### src/design/spbl_regs.vh
// field positions, reset values and timing counts of the strap boot latch
// Operation
// [RULE1] On release of any system reset the five strap input levels are captured as 0/1 bits.
// [RULE2] Captured strap bits stay unchanged until the next reset, whatever the pins do.
// [RULE3] All five captured strap bits are readable by software as one strap value word.
// [RULE4] During reset each strap pin gets its weak pull: rail and auxiliary low, others high.
// [RULE5] The outside party holds each strap pin at its wanted level while power comes up.
// [RULE6] After the capture the strap pins are handed back to their normal functions.
// [RULE7] A captured rail strap of 0 selects the 3.3 V flash rail and 1 selects 1.8 V.
// [RULE8] Primary strap 1 boots from SPI flash; primary and auxiliary both 0 is download boot.
// [RULE9] Log/timing strap 1 enables the boot console log, 0 keeps the console silent.
// [RULE10] Log/timing and SDIO edge straps pick SDIO sample edge and output edge respectively.
// [RULE11] After boot, firmware writes may override flash rail voltage and SDIO edge timing.
// [RULE12] The strap value word shows the captured bits, never the live pin levels.
`ifndef SPBL_REGS_VH
`define SPBL_REGS_VH

`define SPBL_NSTRAP 5
// bit positions inside the strap value word
`define SPBL_BIT_RAIL 0
`define SPBL_BIT_PRIM 1
`define SPBL_BIT_AUX 2
`define SPBL_BIT_LOG 3
`define SPBL_BIT_SDIO 4
// weak pull defaults per strap bit
`define SPBL_PULL_UP_RST 5'h1A
`define SPBL_PULL_DN_RST 5'h05
`define SPBL_STRAP_RST 5'h00
// strap hold time after power-up release
`define SPBL_HOLD_MS 1
`define SPBL_CLK_HZ 40000000
`define SPBL_HOLD_CYC ((`SPBL_HOLD_MS * `SPBL_CLK_HZ) / 1000)
// earliest capture, once the pin synchroniser has filled
`define SPBL_MIN_CAP_CYC 5

`endif

### src/design/spbl_strap_latch.v
// strap capture at reset release, decode and firmware overrides
`timescale 1ns/1ps
`include "spbl_regs.vh"
module spbl_strap_latch #(
  parameter HOLD_CYC = `SPBL_HOLD_CYC
) (
  // clock and reset
  input wire clk,
  input wire rst_b,
  // strap pins
  input wire rail_select_strap,
  input wire primary_boot_strap,
  input wire auxiliary_boot_strap,
  input wire log_timing_strap,
  input wire sdio_edge_strap,
  // pad control
  output reg [4:0] pull_up_en,
  output reg [4:0] pull_dn_en,
  output reg pin_func_en,
  // firmware overrides
  input wire fw_rail_wr,
  input wire fw_rail_val,
  input wire fw_sdio_wr,
  input wire [1:0] fw_sdio_val,
  // status and decoded settings
  output reg [4:0] strap_value,
  output reg strap_valid,
  output reg boot_spi,
  output reg boot_download,
  output reg rail_1v8,
  output reg console_log_en,
  output reg sdio_sample_rise,
  output reg sdio_output_rise
);
  // capture sequencer states
  localparam ST_HOLD = 1'b0;
  localparam ST_DONE = 1'b1;
  // the pin synchroniser needs four edges to fill and the capture comes on the next, so a hold shorter than five is stretched
  localparam integer CAP_CYC = (HOLD_CYC < `SPBL_MIN_CAP_CYC) ? `SPBL_MIN_CAP_CYC : HOLD_CYC;
  // wide enough for any hold window
  localparam integer CNT_W = 32;

  // raw and filtered strap levels
  wire [4:0] pins;
  wire [4:0] lvl;
  // firmware override holders
  wire rail_ovr_en;
  wire rail_ovr_val;
  wire sdio_ovr_en;
  wire [1:0] sdio_ovr_val;

  // capture sequencer
  reg state_q;
  reg state_d;
  reg [CNT_W-1:0] cnt_q;
  reg [CNT_W-1:0] cnt_d;
  reg cap_now;
  reg [4:0] latch_q;
  reg [4:0] latch_d;

  // next values of the registered outputs
  reg [4:0] pull_up_d;
  reg [4:0] pull_dn_d;
  reg pin_func_d;
  reg [4:0] strap_value_d;
  reg strap_valid_d;
  reg boot_spi_d;
  reg boot_download_d;
  reg rail_1v8_d;
  reg console_log_d;
  reg sdio_sample_d;
  reg sdio_output_d;

  // capture already taken
  function is_done;
    input st;
    begin
      is_done = (st == ST_DONE);
    end
  endfunction

  // download boot needs both boot straps low
  function download_sel;
    input [4:0] s;
    begin
      download_sel = !s[`SPBL_BIT_PRIM] && !s[`SPBL_BIT_AUX];
    end
  endfunction

  // flash boot needs only the primary strap high
  function spi_sel;
    input [4:0] s;
    begin
      spi_sel = s[`SPBL_BIT_PRIM];
    end
  endfunction

  // once written, a firmware override beats the strap bit
  function ovr_pick;
    input en;
    input ovr;
    input strap;
    begin
      ovr_pick = en ? ovr : strap;
    end
  endfunction

  // pulls stay on until the capture, then the pad is free
  function [4:0] pull_pick;
    input done;
    input [4:0] dflt;
    begin
      pull_pick = done ? 5'h00 : dflt;
    end
  endfunction

  assign pins[`SPBL_BIT_RAIL] = rail_select_strap;
  assign pins[`SPBL_BIT_PRIM] = primary_boot_strap;
  assign pins[`SPBL_BIT_AUX] = auxiliary_boot_strap;
  assign pins[`SPBL_BIT_LOG] = log_timing_strap;
  assign pins[`SPBL_BIT_SDIO] = sdio_edge_strap;

  spbl_sync #(
    .W(5)
  ) u_sync (
    .clk(clk),
    .rst_b(rst_b),
    .pin(pins),
    .level_q(lvl)
  );

  // [RULE11] overrides after boot
  spbl_ovr #(
    .W(1)
  ) u_rail_ovr (
    .clk(clk),
    .rst_b(rst_b),
    .allow(state_q),
    .wr(fw_rail_wr),
    .wr_val(fw_rail_val),
    .en_q(rail_ovr_en),
    .val_q(rail_ovr_val)
  );

  spbl_ovr #(
    .W(2)
  ) u_sdio_ovr (
    .clk(clk),
    .rst_b(rst_b),
    .allow(state_q),
    .wr(fw_sdio_wr),
    .wr_val(fw_sdio_val),
    .en_q(sdio_ovr_en),
    .val_q(sdio_ovr_val)
  );

  // [RULE1] capture strobe at the end of the hold window
  always @* begin
    cap_now = 1'b0;
    if ((state_q == ST_HOLD) && (cnt_q == CAP_CYC - 1)) begin
      cap_now = 1'b1;
    end
  end

  // counter freezes after the capture so it can never wrap into a second one
  always @* begin
    cnt_d = cnt_q;
    if (state_q == ST_HOLD) begin
      cnt_d = cnt_q + {{(CNT_W-1){1'b0}}, 1'b1};
    end
  end

  always @* begin
    state_d = state_q;
    case (state_q)
      ST_HOLD: begin
        if (cap_now) begin
          state_d = ST_DONE;
        end
      end
      ST_DONE: begin
        // only a reset leaves this state
        state_d = ST_DONE;
      end
      default: begin
        state_d = ST_HOLD;
      end
    endcase
  end

  always @* begin
    // [RULE2] hold until reset
    latch_d = latch_q;
    // [RULE1] sample strap levels
    if (cap_now) begin
      latch_d = lvl;
    end
  end

  always @(posedge clk or negedge rst_b) begin
    if (!rst_b) begin
      state_q <= ST_HOLD;
      cnt_q <= {CNT_W{1'b0}};
    end else begin
      state_q <= state_d;
      cnt_q <= cnt_d;
    end
  end

  // reset value is seen only before the first capture
  always @(posedge clk or negedge rst_b) begin
    if (!rst_b) begin
      latch_q <= `SPBL_STRAP_RST;
    end else begin
      latch_q <= latch_d;
    end
  end

  // pads keep pulls and strap role until the capture is taken
  always @* begin
    // [RULE6] hand pins back
    pull_up_d = pull_pick(is_done(state_q), `SPBL_PULL_UP_RST);
    pull_dn_d = pull_pick(is_done(state_q), `SPBL_PULL_DN_RST);
    pin_func_d = is_done(state_q);
  end

  always @(posedge clk or negedge rst_b) begin
    if (!rst_b) begin
      // [RULE4] weak pull defaults
      pull_up_en <= `SPBL_PULL_UP_RST;
      pull_dn_en <= `SPBL_PULL_DN_RST;
      pin_func_en <= 1'b0;
    end else begin
      pull_up_en <= pull_up_d;
      pull_dn_en <= pull_dn_d;
      pin_func_en <= pin_func_d;
    end
  end

  // decoded outputs follow the latch, never the live pins
  always @* begin
    // [RULE3] [RULE12] latched word readout
    strap_value_d = latch_q;
    strap_valid_d = is_done(state_q);
  end

  always @* begin
    // [RULE8] boot source decode
    boot_spi_d = is_done(state_q) && spi_sel(latch_q);
    boot_download_d = is_done(state_q) && download_sel(latch_q);
  end

  always @* begin
    // [RULE9] boot console enable
    console_log_d = is_done(state_q) && latch_q[`SPBL_BIT_LOG];
  end

  // rail and sdio show the empty latch before capture, so they read zero
  always @* begin
    // [RULE7] rail voltage select
    rail_1v8_d = ovr_pick(rail_ovr_en, rail_ovr_val, latch_q[`SPBL_BIT_RAIL]);
  end

  always @* begin
    // [RULE10] sdio edge select
    sdio_sample_d = ovr_pick(sdio_ovr_en, sdio_ovr_val[1], latch_q[`SPBL_BIT_LOG]);
    sdio_output_d = ovr_pick(sdio_ovr_en, sdio_ovr_val[0], latch_q[`SPBL_BIT_SDIO]);
  end

  always @(posedge clk or negedge rst_b) begin
    if (!rst_b) begin
      strap_value <= `SPBL_STRAP_RST;
      strap_valid <= 1'b0;
    end else begin
      strap_value <= strap_value_d;
      strap_valid <= strap_valid_d;
    end
  end

  always @(posedge clk or negedge rst_b) begin
    if (!rst_b) begin
      boot_spi <= 1'b0;
      boot_download <= 1'b0;
    end else begin
      boot_spi <= boot_spi_d;
      boot_download <= boot_download_d;
    end
  end

  always @(posedge clk or negedge rst_b) begin
    if (!rst_b) begin
      console_log_en <= 1'b0;
    end else begin
      console_log_en <= console_log_d;
    end
  end

  always @(posedge clk or negedge rst_b) begin
    if (!rst_b) begin
      rail_1v8 <= 1'b0;
    end else begin
      rail_1v8 <= rail_1v8_d;
    end
  end

  always @(posedge clk or negedge rst_b) begin
    if (!rst_b) begin
      sdio_sample_rise <= 1'b0;
      sdio_output_rise <= 1'b0;
    end else begin
      sdio_sample_rise <= sdio_sample_d;
      sdio_output_rise <= sdio_output_d;
    end
  end
endmodule

### src/design/spbl_sync.v
// three-stage pin synchroniser with agreement filter
`timescale 1ns/1ps
module spbl_sync #(
  parameter W = 5
) (
  // clock and reset
  input wire clk,
  input wire rst_b,
  // pins and filtered levels
  input wire [W-1:0] pin,
  output reg [W-1:0] level_q
);
  reg [W-1:0] s1_q;
  reg [W-1:0] s2_q;
  reg [W-1:0] s3_q;
  integer i;

  always @(posedge clk or negedge rst_b) begin
    if (!rst_b) begin
      s1_q <= {W{1'b0}};
      s2_q <= {W{1'b0}};
      s3_q <= {W{1'b0}};
      level_q <= {W{1'b0}};
    end else begin
      s1_q <= pin;
      s2_q <= s1_q;
      s3_q <= s2_q;
      // stage one is seen only by stage two
      for (i = 0; i < W; i = i + 1) begin
        if (s2_q[i] == s3_q[i]) begin
          level_q[i] <= s3_q[i];
        end
      end
    end
  end
endmodule

### src/design/spbl_ovr.v
// firmware override holder, writable only once boot is done
`timescale 1ns/1ps
module spbl_ovr #(
  parameter W = 1
) (
  // clock and reset
  input wire clk,
  input wire rst_b,
  // firmware write
  input wire allow,
  input wire wr,
  input wire [W-1:0] wr_val,
  // held override
  output reg en_q,
  output reg [W-1:0] val_q
);
  always @(posedge clk or negedge rst_b) begin
    if (!rst_b) begin
      en_q <= 1'b0;
      val_q <= {W{1'b0}};
    end else if (wr && allow) begin
      en_q <= 1'b1;
      val_q <= wr_val;
    end
  end
endmodule

### config.mk
export PLATFORM = sky130hd
export DESIGN_NAME = spbl_strap_latch
export DESIGN_NICKNAME = d
export VERILOG_FILES = /design/src/design/spbl_strap_latch.v /design/src/design/spbl_sync.v /design/src/design/spbl_ovr.v
export VERILOG_INCLUDE_DIRS = /design/src /design/src/design
export SDC_FILE = /design/constraint.sdc
export NUM_CORES = 1
export LEC_CHECK = 0
export BUFFER_PORTS_ARGS = -buffer_cell sky130_fd_sc_hd__buf_2
export CAP_MARGIN = 20
export CORE_UTILIZATION = 26
export DETAILED_ROUTE_END_ITERATION = 6
export PLACE_DENSITY = 0.4
export SYNTH_ARGS = -nofsm -noshare
export SYNTH_HDL_FRONTEND = slang
export SYNTH_HIERARCHICAL = 1
export SYNTH_SLANG_ARGS = --single-unit
### constraint.sdc
create_clock -name clk -period 1.98 [get_ports clk]
set_clock_uncertainty 0.15 [all_clocks]
set_input_delay 0.297 -clock clk [delete_from_list [all_inputs] [get_ports clk]]
set_output_delay 0.297 -clock clk [all_outputs]
set_load 0.03 [all_outputs]
# Word level (Yosys, flattened, before mapping)
# Index checks and enable logic that the tools add are counted.
dict set report word_totals {
  in_bits 12
  regBits 83
  word_cells 50
}
dict set report op_classes {
  bitwise_logic 1
  reduce_logical 9
  addsub 1
  n_eq_ne 6
  mux 8
}
# cell n
set ops {}
lappend ops {{$add 32x1->32 const B} 1}
lappend ops {{$eq 32x16->1 const B} 1}
lappend ops {{$logic_and 1x1->1} 7}
lappend ops {{$eq 1x1->1} 5}
lappend ops {{$mux 1} 5}
lappend ops {{$mux 5} 1}
lappend ops {{$mux 3} 1}
lappend ops {{$logic_not 1->1} 2}
lappend ops {{$pmux 1 s2} 1}
lappend ops {{$not 1->1} 1}

# Longest topological paths before layout
dict set report depth {
  depth_word 5
  mapped_depth 5
}

# By module
# The synthesis kept the hierarchy.
# module seq_area_each_um2 cells_per_inst area_each_um2 n_inst
set modules_own_cells {}
lappend modules_own_cells {spbl_strap_latch 1277.5 184 2273.4 1}
lappend modules_own_cells {spbl_sync 500.5 25 556.8 1}
lappend modules_own_cells {{spbl_ovr at u_sdio_ovr} 75.1 7 118.9 1}
lappend modules_own_cells {{spbl_ovr at u_rail_ovr} 50.0 5 75.1 1}

# Worst setup path after synthesis
# OpenSTA, ideal clock, no wires.
dict set report synth_timing {
  path_kind {reg2reg}
  from {reg cnt_q[0]}
  to {reg latch_q[0], in the netlist download_sel.s[0]}
  t_required_ps 1705
  stages_incl_launch_ff 6
  slack_ps 105
  t_arrival_ps 1600
  n_path_buf 0
  cell_sequence {dfrtp_1 -> ha_1 -> and3b_1 -> nand2_1 -> nor3_2 -> mux2_2}
}
dict set report synth_between {
  elab_chain_cells 3
}
# element line
set synth_rtl {}
lappend synth_rtl {{start: declaration} spbl_strap_latch.v:55} ;# reg [CNT_W-1:0] cnt_q;
lappend synth_rtl {{start signal: assignment} spbl_strap_latch.v:203} ;# cnt_q <= {CNT_W{1'b0}};
lappend synth_rtl {{start signal: assignment} spbl_strap_latch.v:206} ;# cnt_q <= cnt_d;
lappend synth_rtl {{$eq 32x16->1} spbl_strap_latch.v:160} ;# if ((state_q == ST_HOLD) && (cnt_q == CAP_CYC - 1)) begin
lappend synth_rtl {{$logic_and 1x1->1} spbl_strap_latch.v:160}
lappend synth_rtl {{$mux 1} spbl_strap_latch.v:160}
lappend synth_rtl {{end signal: assignment} spbl_strap_latch.v:213} ;# latch_q <= `SPBL_STRAP_RST;
lappend synth_rtl {{end signal: assignment} spbl_strap_latch.v:215} ;# latch_q <= latch_d;
lappend synth_rtl {{end: declaration} spbl_strap_latch.v:58} ;# reg [4:0] latch_q;
# No other way between the ends.
# A chain may end at the register's enable or synchronous reset.

# Final worst setup path
dict set report layout_timing {
  from {reg cnt_q[7]}
  to {reg latch_q[4], in the netlist download_sel.s[4]}
}
# The elaborated chain is that of the path after synthesis.

==> results_dict.tcl <==
set metrics [dict create \
    status "finished clean" \
    fin_util_pct 33.8 \
    fmax_mhz 535 \
    num_antenna_cells 0 \
    path_clk_slew_ps 60 \
    cp.arrival_ps 1940 \
    grt_max_degree 30 \
    die_h_um 110 \
    synth_flop_cell "dfrtp_1" \
    cts-root-buf "clkbuf_16" \
    cts_sinks 76 \
    hold_path.class "in -> reg" \
    routed_wl_um 5480 \
    area_growth_pct 27.0 \
    drt_iter0_drc 70 \
    vias_per_cell 4.21 \
    syn-instance-count 221 \
    nets 293 \
    power_mw 3.32 \
    grt_overflow_total 0 \
    hold_viol 0 \
    worstPathCellList "nor4b_1, nand3_1, nor3_2, buf_4, mux2_2" \
    ys_ff_latch 76 \
    final_cell_mix "75 x dfrtp_1, 28 x buf_2, 22 x buf_4" \
    yosysWarnings 6 \
    synth_edf_count 0 \
    fill_cells 1135 \
    layoutNonFillerInstCount 427 \
    port_buffers 29 \
    stdcell_area_um2 3840 \
    cap_violations 0 \
    p_leak_nw 1.84 \
    ant_nets 0 \
    worst_path_max_delay_cell "dfrtp_1" \
    cts_buffer_depth 2 \
    antenna_found_initial 0 \
    synth_top_area_share_pct 62.1 \
    seq_area_frac_synth_pct 62.9 \
    clk_latency_ps 330 \
    cts_tree "done" \
    dp_slack_ps 3.66 \
    slew_viol_final 0 \
    final_common_cell "dfrtp_1" \
    synthTopCellsByArea "dfrtp_1 62%, xnor2_1 4.6%, xor2_1 4.3%, mux2_2 3.4%, buf_4 2.5%" \
    gp_congestion 0.714 \
    die_width_um 110 \
    rsz0062_at_grt "true" \
    synth_cell_type_count 36 \
    fin_crit_ps 1870 \
    worst_slack_ps 112 \
    p_per_area_nw_per_um2 865 \
    crit_fanout 5 \
    vias 1796 \
    pin_count 35 \
    final.period_utilization_pct 94.3 \
    yosysTopAreaCell "dfrtp_1" \
    drt_pre_antenna_iters 4 \
    cp-end-kind "flop" \
    start_util_pct 26.6 \
    fp-row-count 39 \
    track_usage_pct 10.5 \
    syn_area_um2 3020 \
    grt_pass1_vias 1800 \
    place_area_um2 3430 \
    wl_per_cell_um 12.8 \
    numCtsBuffers 9 \
    route.detailed.drc 0 \
    crit_required_ps 2050 \
    path_class "reg -> reg" \
    slowest_delay_ps 420 \
    drive_above_1_share_pct 36.3 \
    grt_pass1_wl_um 9300 \
    syn_area_per_cell_um2 13.7 \
    die-area_um2 12100 \
    dpl.cell_count 404 \
    ir_drop_mv 0.282 \
    h-tree-depth 3 \
    core_area_um2 11400 \
    dp_hpwl_um 3860 \
    report.final.setup_viol 0 \
    async_flop_share_pct 100 \
    worstSetupStartpointType "flop" \
]
-- routing by layer --
layer  track usage, %  part of all wire [%]  wire [um]
met1             13.7                    48       2640
met3             2.90                   3.5        194
met4             5.71                   1.7         91
met2             15.8                    47       2550
met5                0                     0          0
-- power by group --
part	internal, mW	leakage (nW)	switching, mW
sequential	1.58	0.998	0.0131
clock	1.01	0.137	0.642
combinational	0.0316	0.701	0.0493
-- final timing paths --
check,slack (ps),cells past startpoint,startpoint,end
max,110,5,cnt_q[7],download_sel.s[4]
min,40,2,fw_rail_val,u_rail_ovr/val_q
max reg2reg,110,5,cnt_q[7],download_sel.s[4]
min reg2reg,200,0,u_sync/s1_q[4],u_sync/s2_q[4]
max in group asynchronous,830,3,rst_b,pull_dn_en[0]
min in group asynchronous,290,2,rst_b,cnt_q[23]
-- final cells by class --
type / count / area (um2) / area share [%]
sequential: 76 / 1900 / 49.6
multi-input combinational: 131 / 1050 / 27.4
timing repair buffer: 57 / 385 / 10.0
clock buffer: 10 / 239 / 6.22
tap: 143 / 179 / 4.66
clock inverter: 5 / 61.3 / 1.60
inverter: 5 / 18.8 / 0.489
-- registers in the layout (all words and copies together), names as in the netlist, 2 cells and up --
register / count
u_sync/level_q: 5
cnt_q: 32
u_sdio_ovr/val_q: 2
download_sel.s: 5
u_sync/s1_q: 5
u_sync/s3_q: 5
strap_value: 5
u_sync/s2_q: 5
-- repair_timing --
action / 4_1_cts / 5_1_grt
hold endpoints to repair: 30 / 0
pin swaps: 1 / 2
setup buffers: 0 / 2
cloned: 0 / 0
resized for setup: 1 / 7
hold buffers: 6 / 0
endpoints found under the setup margin: 5 / 13
-- cells by family (layout without fill, tap and decap cells) --
| family | after synthesis | after routing | share of synthesized area, % |
|---|---|---|---|
| mux | 12 | 12 | 4.84 |
| flops | 76 | 76 | 62.9 |
| xor+xnor | 31 | 31 | 8.98 |
| fa+ha+maj | 6 | 6 | 2.28 |
| simple gates | 76 | 76 | 16.6 |
| compound gates | 1 | 1 | 0.248 |
| other cells | 1 | 5 | 0.124 |
| buf+inv | 18 | 77 | 4.01 |
-- through the flow --
step                hold slack, ps  setup TNS [ps]
floorplan                     -149               0
global placement               114           -19.1
detailed placement             107               0
CTS                           28.7               0
global route                  31.7            -180
finish                        44.4               0
-- synthesized netlist by cell type (2+ instances only) --
| cell type | instances |
|---|---|
| buf_4 | 10 |
| and4_1 | 2 |
| mux2_2 | 9 |
| nor3_1 | 7 |
| nand3_1 | 10 |
| xnor2_1 | 16 |
| nor4_1 | 8 |
| nand2_1 | 15 |
| inv_1 | 5 |
| mux2_4 | 3 |
| and3_1 | 2 |
| dfrtp_1 | 75 |
| buf_6 | 2 |
| nor2_1 | 7 |
| maj3_2 | 5 |
| nand4_1 | 5 |
| nor4_2 | 4 |
| and2_1 | 3 |
| nand4_2 | 2 |
| xor2_1 | 15 |
-- worst max-delay path, delay by kind of cell, from the launching register on --
kind / cells / cell delay, ps
DFF: 1 / 420
and+or+nand+nor: 3 / 680
buffers and inverters: 1 / 170
muxes: 1 / 330
Note: power is estimated with default switching activity, not from simulation.
